<file path="src/inc/dpi2c_pkg.sv">
// constants and types of the potentiometer i2c slave port
// assumes a 125 mhz system clock that samples the bus pins
package dpi2c_pkg;

  // ---------------------------------------------------------------
  // timing
  // ---------------------------------------------------------------
  localparam int unsigned CLK_PERIOD_NS = 8;
  localparam int unsigned POWERUP_NS    = 1000;
  // least time, so round up
  localparam int unsigned POWERUP_CYC   =
    (POWERUP_NS + CLK_PERIOD_NS - 1) / CLK_PERIOD_NS;
  localparam int unsigned PWR_CNT_W     = $clog2(POWERUP_CYC + 1);

  // ---------------------------------------------------------------
  // framing
  // ---------------------------------------------------------------
  localparam logic [3:0] ID_PREFIX     = 4'ha;
  localparam logic [3:0] BITS_PER_BYTE = 4'h8;
  localparam logic [3:0] ACK_SEEN      = 4'h1;

  // ---------------------------------------------------------------
  // register map and reset values
  // ---------------------------------------------------------------
  localparam logic [7:0] REG_WIPER0 = 8'h00;
  localparam logic [7:0] REG_WIPER1 = 8'h01;
  localparam logic [7:0] REG_CTRL   = 8'h10;
  localparam logic [7:0] WIPER_RST  = 8'h80;
  localparam logic [7:0] CTRL_RST   = 8'h40;
  localparam logic [7:0] CTRL_WMASK = 8'h40;
  localparam int unsigned CTRL_PD_BIT = 6;

  // ---------------------------------------------------------------
  // state machine
  // ---------------------------------------------------------------
  typedef enum logic [4:0] {
    ST_IDLE = 5'h01,
    ST_RECV = 5'h02,
    ST_SACK = 5'h04,
    ST_SEND = 5'h08,
    ST_MACK = 5'h10
  } dpi2c_state_type;

  typedef enum logic [2:0] {
    PH_ID   = 3'h1,
    PH_REG  = 3'h2,
    PH_DATA = 3'h4
  } dpi2c_phase_type;

endpackage

</file>
<file path="src/rtl/dpi2c_slave.sv">
// i2c slave register port of a dual digital potentiometer
// assumes open-drain wiring outside and scl far slower than clock_i
//
// Summary of operation
// - every byte is shifted most significant bit first.
// - sda changes only with scl low; else start or stop.
// - after reset the sda driver stays released.
// - nothing happens until a start (sda falls, scl high).
// - a start during the power-up interval is ignored.
// - a stop (sda rises, scl high) returns to idle.
// - transmitter releases after eight bits; receiver acks ninth.
// - id, register address and write data bytes are acked.
// - id is 1010, then address pins, then read/write bit.
// - write data is stored at the ninth clock of its byte.
// - extra data bytes write successive registers.
// - read uses id, address, repeated start, id with read.
// - wipers at 00h and 01h, control register at 10h.
// - both wipers reset to mid-scale 80h.
// - control bit 6 is active-low power down, reset 40h.
`timescale 1ns/100ps
`default_nettype none

module dpi2c_slave
  import dpi2c_pkg::*;
(
  input  wire logic       clock_i,
  input  wire logic       resetn_i,
  input  wire logic       clk_en_i,
  input  wire logic       scl_i,
  input  wire logic       sda_i,
  input  wire logic       addr_pin_bit2_i,
  input  wire logic       addr_pin_bit1_i,
  input  wire logic       addr_pin_bit0_i,
  output logic            sda_o,
  output logic            sda_oe_o,
  output logic      [7:0] wiper_pos_ch0_o,
  output logic      [7:0] wiper_pos_ch1_o,
  output logic            power_down_n_o
);

  // ---------------------------------------------------------------
  // pin sampling and bus events
  // ---------------------------------------------------------------
  logic [4:0] pins_s;
  logic       scl_s;
  logic       sda_s;
  logic [2:0] addr_s;

  dpi2c_sync #(
    .WIDTH       (5),
    .RESET_VALUE (5'h1f)
  ) u_sync (
    .clock_i  (clock_i),
    .resetn_i (resetn_i),
    .clk_en_i (clk_en_i),
    .async_i  ({scl_i, sda_i, addr_pin_bit2_i,
                addr_pin_bit1_i, addr_pin_bit0_i}),
    .sync_o   (pins_s)
  );

  assign scl_s  = pins_s[4];
  assign sda_s  = pins_s[3];
  assign addr_s = pins_s[2:0];

  logic scl_q_ff;
  logic sda_q_ff;
  logic scl_rise;
  logic scl_fall;
  logic start_seen;
  logic stop_seen;

  // line changes while scl stays high are markers, not data
  assign scl_rise   = scl_s & ~scl_q_ff;
  assign scl_fall   = ~scl_s & scl_q_ff;
  assign start_seen = scl_s & scl_q_ff & sda_q_ff & ~sda_s;
  assign stop_seen  = scl_s & scl_q_ff & ~sda_q_ff & sda_s;

  // ---------------------------------------------------------------
  // register read decode
  // ---------------------------------------------------------------
  function automatic logic [7:0] reg_read(
    input logic [7:0] ptr,
    input logic [7:0] w0,
    input logic [7:0] w1,
    input logic [7:0] ctrl
  );
    logic [7:0] val;
    val = 8'h00;
    // unmapped addresses read as zero
    case (ptr)
      REG_WIPER0: val = w0;
      REG_WIPER1: val = w1;
      REG_CTRL:   val = ctrl;
      default:    val = 8'h00;
    endcase
    return val;
  endfunction

  // ---------------------------------------------------------------
  // state
  // ---------------------------------------------------------------
  dpi2c_state_type      state_ff;
  dpi2c_state_type      nxt_state;
  dpi2c_phase_type      phase_ff;
  dpi2c_phase_type      nxt_phase;
  logic [3:0]           bits_ff;
  logic [3:0]           nxt_bits;
  logic [7:0]           shift_ff;
  logic [7:0]           nxt_shift;
  logic                 oe_ff;
  logic                 nxt_oe;
  logic [7:0]           ptr_ff;
  logic [7:0]           nxt_ptr;
  logic [7:0]           wiper0_ff;
  logic [7:0]           nxt_wiper0;
  logic [7:0]           wiper1_ff;
  logic [7:0]           nxt_wiper1;
  logic [7:0]           ctrl_ff;
  logic [7:0]           nxt_ctrl;
  logic [PWR_CNT_W-1:0] pwr_cnt_ff;
  logic [PWR_CNT_W-1:0] nxt_pwr_cnt;
  logic                 pwr_done;
  logic                 id_ok;
  logic [7:0]           rd_val;

  assign pwr_done = (pwr_cnt_ff == PWR_CNT_W'(POWERUP_CYC));
  assign id_ok    = (shift_ff[7:4] == ID_PREFIX) &&
                    (shift_ff[3:1] == addr_s);
  assign rd_val   = reg_read(ptr_ff, wiper0_ff, wiper1_ff, ctrl_ff);

  // ---------------------------------------------------------------
  // next-state logic
  // ---------------------------------------------------------------
  // one event per sampled cycle; stop and start take priority
  always_comb begin
    nxt_state   = state_ff;
    nxt_phase   = phase_ff;
    nxt_bits    = bits_ff;
    nxt_shift   = shift_ff;
    nxt_oe      = oe_ff;
    nxt_ptr     = ptr_ff;
    nxt_wiper0  = wiper0_ff;
    nxt_wiper1  = wiper1_ff;
    nxt_ctrl    = ctrl_ff;
    nxt_pwr_cnt = pwr_cnt_ff;
    if (!pwr_done) begin
      nxt_pwr_cnt = pwr_cnt_ff + PWR_CNT_W'(1);
    end
    if (stop_seen) begin
      nxt_state = ST_IDLE;
      nxt_oe    = 1'b0;
    end else if (start_seen && pwr_done) begin
      // also serves as the repeated start of a read
      nxt_state = ST_RECV;
      nxt_phase = PH_ID;
      nxt_bits  = 4'h0;
      nxt_oe    = 1'b0;
    end else begin
      case (state_ff)
        ST_IDLE: begin
          nxt_oe = 1'b0;
        end
        ST_RECV: begin
          if (scl_rise && bits_ff != BITS_PER_BYTE) begin
            nxt_shift = {shift_ff[6:0], sda_s};
            nxt_bits  = bits_ff + 4'h1;
          end else if (scl_fall && bits_ff == BITS_PER_BYTE) begin
            nxt_bits = 4'h0;
            if (phase_ff == PH_ID && !id_ok) begin
              nxt_state = ST_IDLE;
            end else begin
              nxt_state = ST_SACK;
              nxt_oe    = 1'b1;
            end
          end
        end
        ST_SACK: begin
          if (scl_rise && phase_ff == PH_DATA) begin
            // store on the ninth clock edge
            case (ptr_ff)
              REG_WIPER0: nxt_wiper0 = shift_ff;
              REG_WIPER1: nxt_wiper1 = shift_ff;
              REG_CTRL:   nxt_ctrl   = shift_ff & CTRL_WMASK;
              default:    nxt_ctrl   = ctrl_ff;
            endcase
          end else if (scl_fall) begin
            nxt_oe    = 1'b0;
            nxt_state = ST_RECV;
            case (phase_ff)
              PH_ID: begin
                if (shift_ff[0]) begin
                  nxt_state = ST_SEND;
                  nxt_shift = rd_val;
                  nxt_oe    = ~rd_val[7];
                end else begin
                  nxt_phase = PH_REG;
                end
              end
              PH_REG: begin
                nxt_ptr   = shift_ff;
                nxt_phase = PH_DATA;
              end
              PH_DATA: begin
                nxt_ptr = ptr_ff + 8'h01;
              end
              default: begin
                nxt_state = ST_IDLE;
              end
            endcase
          end
        end
        ST_SEND: begin
          if (scl_rise) begin
            nxt_bits = bits_ff + 4'h1;
          end else if (scl_fall) begin
            if (bits_ff == BITS_PER_BYTE) begin
              nxt_oe    = 1'b0;
              nxt_bits  = 4'h0;
              nxt_state = ST_MACK;
              nxt_ptr   = ptr_ff + 8'h01;
            end else begin
              nxt_shift = {shift_ff[6:0], 1'b0};
              nxt_oe    = ~shift_ff[6];
            end
          end
        end
        ST_MACK: begin
          if (scl_rise) begin
            if (sda_s) begin
              nxt_state = ST_IDLE;
            end else begin
              nxt_bits = ACK_SEEN;
            end
          end else if (scl_fall && bits_ff == ACK_SEEN) begin
            nxt_state = ST_SEND;
            nxt_bits  = 4'h0;
            nxt_shift = rd_val;
            nxt_oe    = ~rd_val[7];
          end
        end
        default: begin
          nxt_state = ST_IDLE;
          nxt_oe    = 1'b0;
        end
      endcase
    end
  end

  // ---------------------------------------------------------------
  // registers
  // ---------------------------------------------------------------
  // clock enable low freezes every flop in this block, edge history included
  always_ff @(posedge clock_i) begin
    if (!resetn_i) begin
      scl_q_ff   <= 1'b1;
      sda_q_ff   <= 1'b1;
      state_ff   <= ST_IDLE;
      phase_ff   <= PH_ID;
      bits_ff    <= 4'h0;
      shift_ff   <= 8'h00;
      oe_ff      <= 1'b0;
      ptr_ff     <= REG_WIPER0;
      wiper0_ff  <= WIPER_RST;
      wiper1_ff  <= WIPER_RST;
      ctrl_ff    <= CTRL_RST;
      pwr_cnt_ff <= '0;
    end else if (clk_en_i) begin
      scl_q_ff   <= scl_s;
      sda_q_ff   <= sda_s;
      state_ff   <= nxt_state;
      phase_ff   <= nxt_phase;
      bits_ff    <= nxt_bits;
      shift_ff   <= nxt_shift;
      oe_ff      <= nxt_oe;
      ptr_ff     <= nxt_ptr;
      wiper0_ff  <= nxt_wiper0;
      wiper1_ff  <= nxt_wiper1;
      ctrl_ff    <= nxt_ctrl;
      pwr_cnt_ff <= nxt_pwr_cnt;
    end
  end

  // open drain: the data level is always low, only enable moves
  logic sda_lvl_ff;
  always_ff @(posedge clock_i) begin
    sda_lvl_ff <= 1'b0;
  end

  assign sda_o           = sda_lvl_ff;
  assign sda_oe_o        = oe_ff;
  assign wiper_pos_ch0_o = wiper0_ff;
  assign wiper_pos_ch1_o = wiper1_ff;
  assign power_down_n_o  = ctrl_ff[CTRL_PD_BIT];
endmodule

`default_nettype wire

</file>
<file path="src/rtl/dpi2c_sync.sv">
// two-flop synchroniser for a group of asynchronous pins
// assumes each bit is independent; no bus coherency across bits
`timescale 1ns/100ps
`default_nettype none

module dpi2c_sync #(
  parameter int unsigned      WIDTH       = 2,
  parameter logic [WIDTH-1:0] RESET_VALUE = '1
) (
  input  wire logic             clock_i,
  input  wire logic             resetn_i,
  input  wire logic             clk_en_i,
  input  wire logic [WIDTH-1:0] async_i,
  output logic      [WIDTH-1:0] sync_o
);

  logic [WIDTH-1:0] meta_ff;
  logic [WIDTH-1:0] sync_ff;
  logic [WIDTH-1:0] nxt_meta;
  logic [WIDTH-1:0] nxt_sync;

  // first stage feeds only the second stage
  always_comb begin
    nxt_meta = async_i;
    nxt_sync = meta_ff;
  end

  // idle bus lines are high, so reset to the idle level
  always_ff @(posedge clock_i) begin
    if (!resetn_i) begin
      meta_ff <= RESET_VALUE;
      sync_ff <= RESET_VALUE;
    end else if (clk_en_i) begin
      meta_ff <= nxt_meta;
      sync_ff <= nxt_sync;
    end
  end

  assign sync_o = sync_ff;

endmodule

`default_nettype wire
</file>
<file path="config.mk">
export PLATFORM = sky130hd
export DESIGN_NAME = dpi2c_slave
export DESIGN_NICKNAME = d
export VERILOG_FILES = /design/src/inc/dpi2c_pkg.sv /design/src/rtl/dpi2c_slave.sv /design/src/rtl/dpi2c_sync.sv
export SDC_FILE = /design/constraint.sdc
export NUM_CORES = 1
export LEC_CHECK = 0
export BUFFER_PORTS_ARGS = -buffer_cell sky130_fd_sc_hd__buf_2
export CAP_MARGIN = 20
export CORE_ASPECT_RATIO = 1.1
export CORE_MARGIN = 2
export CORE_UTILIZATION = 35
export CTS_CLUSTER_DIAMETER = 50
export DETAILED_ROUTE_END_ITERATION = 7
export HOLD_SLACK_MARGIN = 0.03
export SKIP_CTS_REPAIR_TIMING = 1
export SKIP_LAST_GASP = 1
export SYNTH_ARGS = -nofsm -noshare
export SYNTH_HDL_FRONTEND = slang
export SYNTH_SLANG_ARGS = --single-unit
</file>
<file path="constraint.sdc">
create_clock -name clock_i -period 2.8 [get_ports clock_i]
set_clock_uncertainty 0.2 [all_clocks]
set_input_delay 0.56 -clock clock_i [delete_from_list [all_inputs] [get_ports clock_i]]
set_output_delay 0.56 -clock clock_i [all_outputs]
set_load 0.01 [all_outputs]
</file>
### Word-level counts from Yosys, hierarchy flattened

Index checks and enable logic that the tools add are counted.

* bits of input ports: 8
* flip-flop bits (word level): 65
* output and inout port bits: 19
* logic and storage cells: 175

* bitwise gates (word level): 16
* add/sub/neg operators: 3
* reductions and logical operators: 27
* muxes and demuxes: 66
* equality and inequality tests: 48

Operators with widths (number)
* $mux W8: 15
* $ne A4 B4 Y1 const B: 16
* $mux W5: 12
* $mux W4: 10
* $pmux W8 S2: 2
* $pmux W8 S4: 1
* $pmux W5 S5: 1
* $ne A2 B2 Y1 const B: 12
* $pmux W8 S3: 1
* $reduce_and A10 Y1: 2
* $mux W3: 6
* $reduce_and A6 Y1: 3
* $mux W1: 14
* $reduce_and A14 Y1: 1
* $reduce_and A13 Y1: 1
* $pmux W4 S3: 1
* $reduce_and A11 Y1: 1
* $not A1 Y1: 9
* $add A8 B1 Y8 const B: 1
* $eq A4 B4 Y1 const B: 2
* $eq A8 B1 Y1 const B: 1
* $eq A8 B5 Y1 const B: 1
* $logic_not A8 Y1: 1
* $pmux W4 S2: 1
* 29 further kinds: 45

### Depth between registers and ports, before layout

Gate-level depths: netlist of the first run.

* depth in word-level cells: 10
* mapped depth: 9
* depth with buffers taken out: 8

### Cells and area by module

A second synthesis of the first run with hierarchy kept.

* cell total of the unflattened synthesis: 461
* area total of the unflattened synthesis: 3912.5 µm²

By module, submodules not included
* dpi2c_slave: area an instance 3559.7 µm², cells each 429, times used 1
* dpi2c_sync: area an instance 352.8 µm², cells each 32, times used 1

### Worst setup path before layout of the first run

Ideal clock, no wire load.

* path kind: flip-flop to flip-flop
* start point: register pwr_cnt_ff[0]
* end point: register bits_ff[3]
* path slack: 557 ps
* setup time: 92 ps
* arrival time: 1951 ps
* stages on the path, launching flop included: 9
* buffers on the path: 1
* data required time: 2508 ps
* period minus slack after synthesis: 2243 ps
* cells stage by stage: dfxtp_1 > ha_1 > nand4_1 > or3_1 > clkbuf_1 > o21ai_0 > nand3_1 > or2_0 > o32ai_1

* cells in the longest elaborated chain, start to end: 4
* elaborated cells between the ends (all ways): 10

RTL lines
* start: declaration: RTL line dpi2c_slave.sv:120 `logic [PWR_CNT_W-1:0] pwr_cnt_ff;`
* start signal: assignment: RTL line dpi2c_slave.sv:279 `pwr_cnt_ff <= nxt_pwr_cnt;`
* $eq A7 B7 Y1 (*): RTL line dpi2c_slave.sv:126 `assign pwr_done = (pwr_cnt_ff == PWR_CNT_W'(POWERUP_CYC));`
* $logic_and A1 B1 Y1 (*): RTL line dpi2c_slave.sv:152 `end else if (start_seen && pwr_done) begin`
* $ne A4 B4 Y1 (no line) or $reduce_bool A4 Y1 (tied branches)
* $reduce_and A8 Y1 (no line)
* end signal: assignment: RTL line dpi2c_slave.sv:272 `bits_ff <= nxt_bits;`
* end: declaration: RTL line dpi2c_slave.sv:106 `logic [3:0] bits_ff;`

Mark *: on every way between the ends. The rest lies on a longest branch, timed or not.
A chain may end at the register's enable or synchronous reset.

### Final worst setup path of the first run

* start point: register state_ff[1]
* end point: register shift_ff[6]

* cells in the longest elaborated chain, start to end: 3
* elaborated cells between the ends (all ways): 17

RTL lines
* start: declaration: RTL line dpi2c_slave.sv:102 `dpi2c_state_type state_ff;`
* start signal: assignment: RTL line dpi2c_slave.sv:270 `state_ff <= nxt_state;`
* $eq A5 B5 Y1, or another cell as far along: RTL line dpi2c_slave.sv:159 `case (state_ff)`
* $reduce_bool A4 Y1 (no line) or $ne A2 B2 Y1 (tied branches)
* $reduce_and A14 Y1 (no line)
* end signal: assignment: RTL line dpi2c_slave.sv:273 `shift_ff <= nxt_shift;`
* end: declaration: RTL line dpi2c_slave.sv:108 `logic [7:0] shift_ff;`

Several ways; a longest one is shown, not always the timed one.

==> reports/metrics.yaml, run 1 <==
finish:
  fin_area_um2: 4610
  final_layout_size_suffix_gt1_share_pct: 16.0
  nNetsFinal: 520
  area_growth_pct: 14.6
  seq_area_um2: 1300
  multi_input_area_um2: 2480
  n_antenna_cell: 0
  fill_cells: 1127
critical_path:
  r2r_start: "state_ff[1]"
  slowest_delay_ns: 0.73
  worst-r2r-setup-slack_ns: 0.25
  end_kind: "flip-flop"
  worstPathCellList: "xor2_1 -> nand2_1 -> a211oi_1 -> nor4b_2 -> o21ai_2 -> mux2i_1"
  worstReg2RegEnd: "shift_ff[6]"
  critPathLaunch: "state_ff[1]"
  cp.depth: 6
  rr_worst_depth: 6
  cp_top_family: "flip-flops"
  crit_arrival_ns: 2.55
  crit_required_ns: 2.81
  crit_buf_inv: 0
  cp_max_fo: 17
  critPathLaunchType: "flip-flop"
  crit_slowest_cell: "dfxtp_1"
  path_class: "flip-flop to flip-flop"
  cp-endpoint: "shift_ff[6]"
clock_tree:
  clock_latency_ns: 0.34
  path_clk_slew_ns: 0.06
  htreeDepth: 3
  cts.sinks: 65
  cts_tree: "built"
  cts_made_buffers: 9
  cts_buffer_depth: 2
  clockRootBuffer: "clkbuf_16"
timing:
  setup_slack_ns: 0.255
  fin_tns_setup_ns: 0
  fin_crit_sh_pct: 90.9
  rsz0062_at_grt: "false"
  relSlewSlack_pct: 57.1
  holdWs_ns: 0.237
  hold_violations: 0
  max_freq_mhz: 393
  slew_viol_final: 0
  worst_pin_slew_ns: 0.642
  post-route-min-period_ns: 2.55
  finalSetupViolations: 0
yosys:
  synth.top_cell.area_share_pct: 32.3
  yosysSeqAreaShare_pct: 32.3
  netlist_top_cells_area: "dfxtp_1, mux2i_1, nand2_1"
  yosys_most_used_dff: "dfxtp_1"
  synth_edf_count: 0
  synth_nets: 496
  synth_top_cell_by_area: "dfxtp_1"
  syn_area_per_cell_um2: 8.44
  synth_seq_cells: 65
  asyncSetResetFlopFracSynth_pct: 0
  syn_inst: 477
  synthDistinctLibCells: 71
  yosys_warnings: 0
  synth_area_um2: 4020
  synth_most_common_cell: "nand2_1"
  synth_common_cells: "nand2_1, dfxtp_1, mux2i_1, nor2b_1, o21ai_0"
floorplan:
  io-pin-count: 27
  die_h_um: 116
  core_area_um2: 11300
  start_util_pct: 35.5
  die_x_um: 106
  core.rowCount: 41
  die_area_um2: 12400
placement:
  gp_congestion: 0.888
  postPlaceCellArea_um2: 4330
  numPortBuffers: 25
  hpwlAfterDp_um: 7070
  dp_slack_ns: 0.269
outcome:
  status: "completed"
routing:
  drtPass1Iterations: 4
  post_drt_wl_per_cell_um: 14.8
  antenna_left: 0
  vias_per_cell: 5.28
  drc: 0
  drtIter0Drc: 235
  finalWirelength_um: 9700
  num_vias: 3462
global_routing:
  antenna_found_initial: 0
  grt_usage_pct: 16.1
  overflow: 0
  grt_max_degree: 73
  grt_pass1_vias: 3193
  grt_first_pass_wirelength_um: 15900
power_and_ir_drop:
  power_uw: 2100
  powerDensity_nw_per_um2: 455
  p_leak_uw: 0.00179
  vdd_drop_max_mv: 0.343
min_path:
  hold_path_class: "primary input to flip-flop"
  hp-start: "addr_pin_bit0_i"
flow_run:
  drv_cap: 0
## worst min-delay path by stage
stage | end | slack, ns | depth (start not counted)
2_1_floorplan | u_sync.meta_ff[0] | 0.24 | 2
3_3_place_gp | u_sync.meta_ff[3] | 0.26 | 2
3_5_place_dp | u_sync.meta_ff[2] | 0.26 | 2
4_1_cts | u_sync.meta_ff[0] | 0.23 | 3
5_1_grt | u_sync.meta_ff[0] | 0.25 | 3
6_report | u_sync.meta_ff[0] | 0.24 | 3
## state kept, by name (all words and copies together), names as in the netlist
| register | flops |
|---|---|
| scl_q_ff | 1 |
| wiper_pos_ch0_o | 8 |
| sda_q_ff | 1 |
| bits_ff | 4 |
| wiper_pos_ch1_o | 8 |
| pwr_cnt_ff | 7 |
| u_sync.meta_ff | 5 |
| u_sync.sync_o | 5 |
| state_ff | 5 |
| shift_ff | 8 |
| sda_oe_o | 1 |
| ctrl_ff | 1 |
| ptr_ff | 8 |
| phase_ff | 3 |
## metrics by stage
step,cells,util (%)
after floorplan,477,-
after global placement,640,38.2
after detailed placement,640,38.2
after CTS,656,40.6
after global routing,656,40.7
final,656,40.7
## power breakdown
part	switching [uW]	internal [uW]	leakage (uW)
clock	456	606	0.000130
combinational	52.1	37.8	0.00114
sequential	9.59	937	0.000526
total	517	1580	0.00179
## logic make-up (layout without fill, tap and decap cells)
| family | count (synthesis) | after routing | synth area share, % |
|---|---|---|---|
| AO/OA/AOI/OAI | 102 | 102 | 16.9 |
| XOR/XNOR | 13 | 13 | 2.83 |
| adder cells (fa/ha/maj) | 11 | 11 | 3.42 |
| buffers and inverters | 49 | 78 | 6.25 |
| flip-flops | 65 | 65 | 32.3 |
| multiplexers | 39 | 39 | 9.73 |
| other | 1 | 1 | 0.0932 |
| AND/OR/NAND/NOR | 197 | 197 | 28.5 |
## worst register-to-register path: cells and delay by family (launching register included)
family | cells | cell delay (ns)
and+or+nand+nor | 2 | 0.51
muxes | 1 | 0.17
xor gates and xnor gates | 1 | 0.20
DFF | 1 | 0.73
AOI/OAI and AO/OA | 2 | 0.62
## placed cells by master (no fill, tap or decap), types with 7 or more instances in the layout
cell type	instances
nand2_1	66
dfxtp_1	65
mux2i_1	38
nor2b_1	28
o21ai_0	26
buf_2	25
nor2_1	18
buf_4	18
inv_1	15
a21oi_1	13
nand3_1	12
ha_1	11
o211ai_1	10
a22oi_1	9
clkbuf_16	9
and2_1	8
xor2_1	8
o21ai_1	7
a21boi_0	7
or3_1	7
## per-layer routing
layer	track usage, %	part of all wire, %	vias to the layer above
li1	-	-	1751
met1	21.4	49	1629
met2	25.1	46	64
met3	3.68	3.0	18
met4	7.02	2.6	0
met5	0	0	-
## area by class of cell
cell class	count	area share (%)
clock buffer	9	4.88
multi-input combinational	363	53.7
timing repair buffer	45	6.51
inverter	17	1.44
sequential	65	28.2
clock inverter	7	1.22
tap	150	4.07
Power figures use the tool's default switching activity.
==> run 2: changes to the inputs <==
--- a/config.mk
+++ b/config.mk
@@ -5,13 +5,13 @@
 export SDC_FILE = /design/constraint.sdc
 export NUM_CORES = 1
 export LEC_CHECK = 0
-export BUFFER_PORTS_ARGS = -buffer_cell sky130_fd_sc_hd__buf_2
 export CAP_MARGIN = 20
 export CORE_ASPECT_RATIO = 1.1
 export CORE_MARGIN = 2
 export CORE_UTILIZATION = 35
 export CTS_CLUSTER_DIAMETER = 50
 export DETAILED_ROUTE_END_ITERATION = 7
+export DONT_BUFFER_PORTS = 1
 export HOLD_SLACK_MARGIN = 0.03
 export SKIP_CTS_REPAIR_TIMING = 1
 export SKIP_LAST_GASP = 1
==> constraint.sdc (replaced) <==
create_clock -name clock_i -period 2.8 [get_ports clock_i]
set_clock_uncertainty 0.2 [all_clocks]
set_input_delay 0.14 -clock clock_i [delete_from_list [all_inputs] [get_ports clock_i]]
set_output_delay 0.14 -clock clock_i [all_outputs]
set_load 0.01 [all_outputs]
==> run 2 against run 1 <==
Compared with the run above:
- sequential share of layout area up 0.24 points
- final area fell by 0.57%
- highest routed layer unchanged
- sequential power about the same
- global-route usage is 0.051 points lower
- total power is 8.5% higher
- clock power is 17% higher
- via count up 0.95%
- first-iteration DRC count shrank 26%
- die area unchanged
- core utilization shrank 0.23 points
- critical path depth unchanged
==> reports/metrics.yaml, run 2 (synthesized netlist as in run 1, its figures left out) <==
finish:
  area_growth_pct: 14.0
  final_common_cell: "nand2_1"
  multi_input_area_um2: 2470
  n_antenna_cell: 0
  seq_area_um2: 1310
  fin_area_um2: 4590
  fill_cells: 1108
  post-route-util_pct: 40.5
  final_layout_size_suffix_gt1_share_pct: 11.3
  mostFrequentLayoutCells: "nand2_1, dfxtp_1, mux2i_1"
  nNetsFinal: 500
timing:
  post-route-min-period_ns: 2.64
  holdWs_ns: 0.0668
  fin_tns_setup_ns: 0
  max_freq_mhz: 379
  rsz0062_at_grt: "false"
  hold_violations: 0
  worst_pin_slew_ns: 0.796
  relSlewSlack_pct: 46.8
  fin_crit_sh_pct: 94.2
  slew_viol_final: 0
  finalSetupViolations: 0
global_routing:
  grt_usage_pct: 16.0
  grt_pass1_vias: 3242
  grt_first_pass_wirelength_um: 15900
  antenna_found_initial: 0
  overflow: 0
  grt_max_degree: 73
placement:
  numPortBuffers: 0
  postPlaceCellArea_um2: 4150
  hpwlAfterDp_um: 6900
  gp_congestion: 0.896
routing:
  drtPass1Iterations: 5
  num_vias: 3495
  antenna_left: 0
  finalWirelength_um: 9750
  vias_per_cell: 5.50
  drtIter0Drc: 174
  drc: 0
  post_drt_wl_per_cell_um: 15.3
clock_tree:
  cts_buffer_depth: 2
  cts.sinks: 65
  clockRootBuffer: "clkbuf_16"
  cts_made_buffers: 9
  cts_tree: "built"
  path_clk_slew_ns: 0.06
  clock_latency_ns: 0.33
  htreeDepth: 3
critical_path:
  end_kind: "flip-flop"
  crit_arrival_ns: 2.66
  critPathLaunchType: "flip-flop"
  path_class: "flip-flop to flip-flop"
  crit_required_ns: 2.82
  cp_max_fo: 17
floorplan:
  die_h_um: 116
  core_area_um2: 11300
  die_area_um2: 12400
  io-pin-count: 27
  die_x_um: 106
  core.rowCount: 41
  start_util_pct: 35.5
power_and_ir_drop:
  vdd_drop_max_mv: 0.475
  power_uw: 2280
  p_leak_uw: 0.00172
  powerDensity_nw_per_um2: 496
outcome:
  status: "completed"
flow_run:
  drv_cap: 0
min_path:
  hold_path_class: "primary input to flip-flop"
[run 2: cell types whose count changed in the layout (fill, tap and decap cells not counted), sizes merged]
cell         delta
dlygate4sd3     +8
buf            -28
clkbuf          +1
clkinvlp        -2
clkinv          -1
bufinv          +2
[run 2: metrics by stage]
step                setup WS [ns]  instances
floorplan                   0.557        477
global placement           0.0990        611
detailed placement         0.0942        611
CTS                        0.0712        627
global route               0.0101        636
finish                      0.162        636
[run 2: power breakdown]
group	leakage, uW	switching (uW)	internal [uW]	total (uW)
clock network	0.000159	433	806	1240
registers	0.000528	10.4	937	947
logic	0.00103	49.0	40.6	89.6
total	0.00172	492	1780	2280
[run 2: worst max-delay path, stage by stage (launching register included)]
cell and delay [ns]:
dfxtp_1 0.50, nor4_1 0.67, and2_2 0.32, nand4b_4 0.25, nor2_8 0.29, mux2i_1 0.22, nor2b_1 0.06
[run 2: area by class of cell]
| type | count | area share, % |
|---|---|---|
| Clock buffer | 10 | 5.21 |
| Tap cell | 150 | 4.09 |
| Timing Repair Buffer | 25 | 4.96 |
| Multi-Input combinational cell | 363 | 53.9 |
| Inverter | 17 | 1.45 |
| Sequential cell | 65 | 28.5 |
| Clock inverter | 6 | 1.96 |
[run 2: final timing paths]
path | startpoint | to | slack (ns) | cells after the start
worst max-delay path | state_ff[1] | wiper_pos_ch1_o[4] | 0.16 | 6
worst min-delay path | clk_en_i | pwr_cnt_ff[1] | 0.07 | 4
worst max register to register | state_ff[1] | wiper_pos_ch1_o[4] | 0.16 | 6
worst min register to register | u_sync.meta_ff[3] | u_sync.meta_ff[3] | 0.27 | 2
[run 2: per-layer routing]
layer  part of all wire, %  wire, um  GRT usage, %
met1                    45      4390          20.2
met2                    48      4690          26.5
met3                   4.5       437          3.52
met4                   2.4       234          7.19
met5                     0         0             0
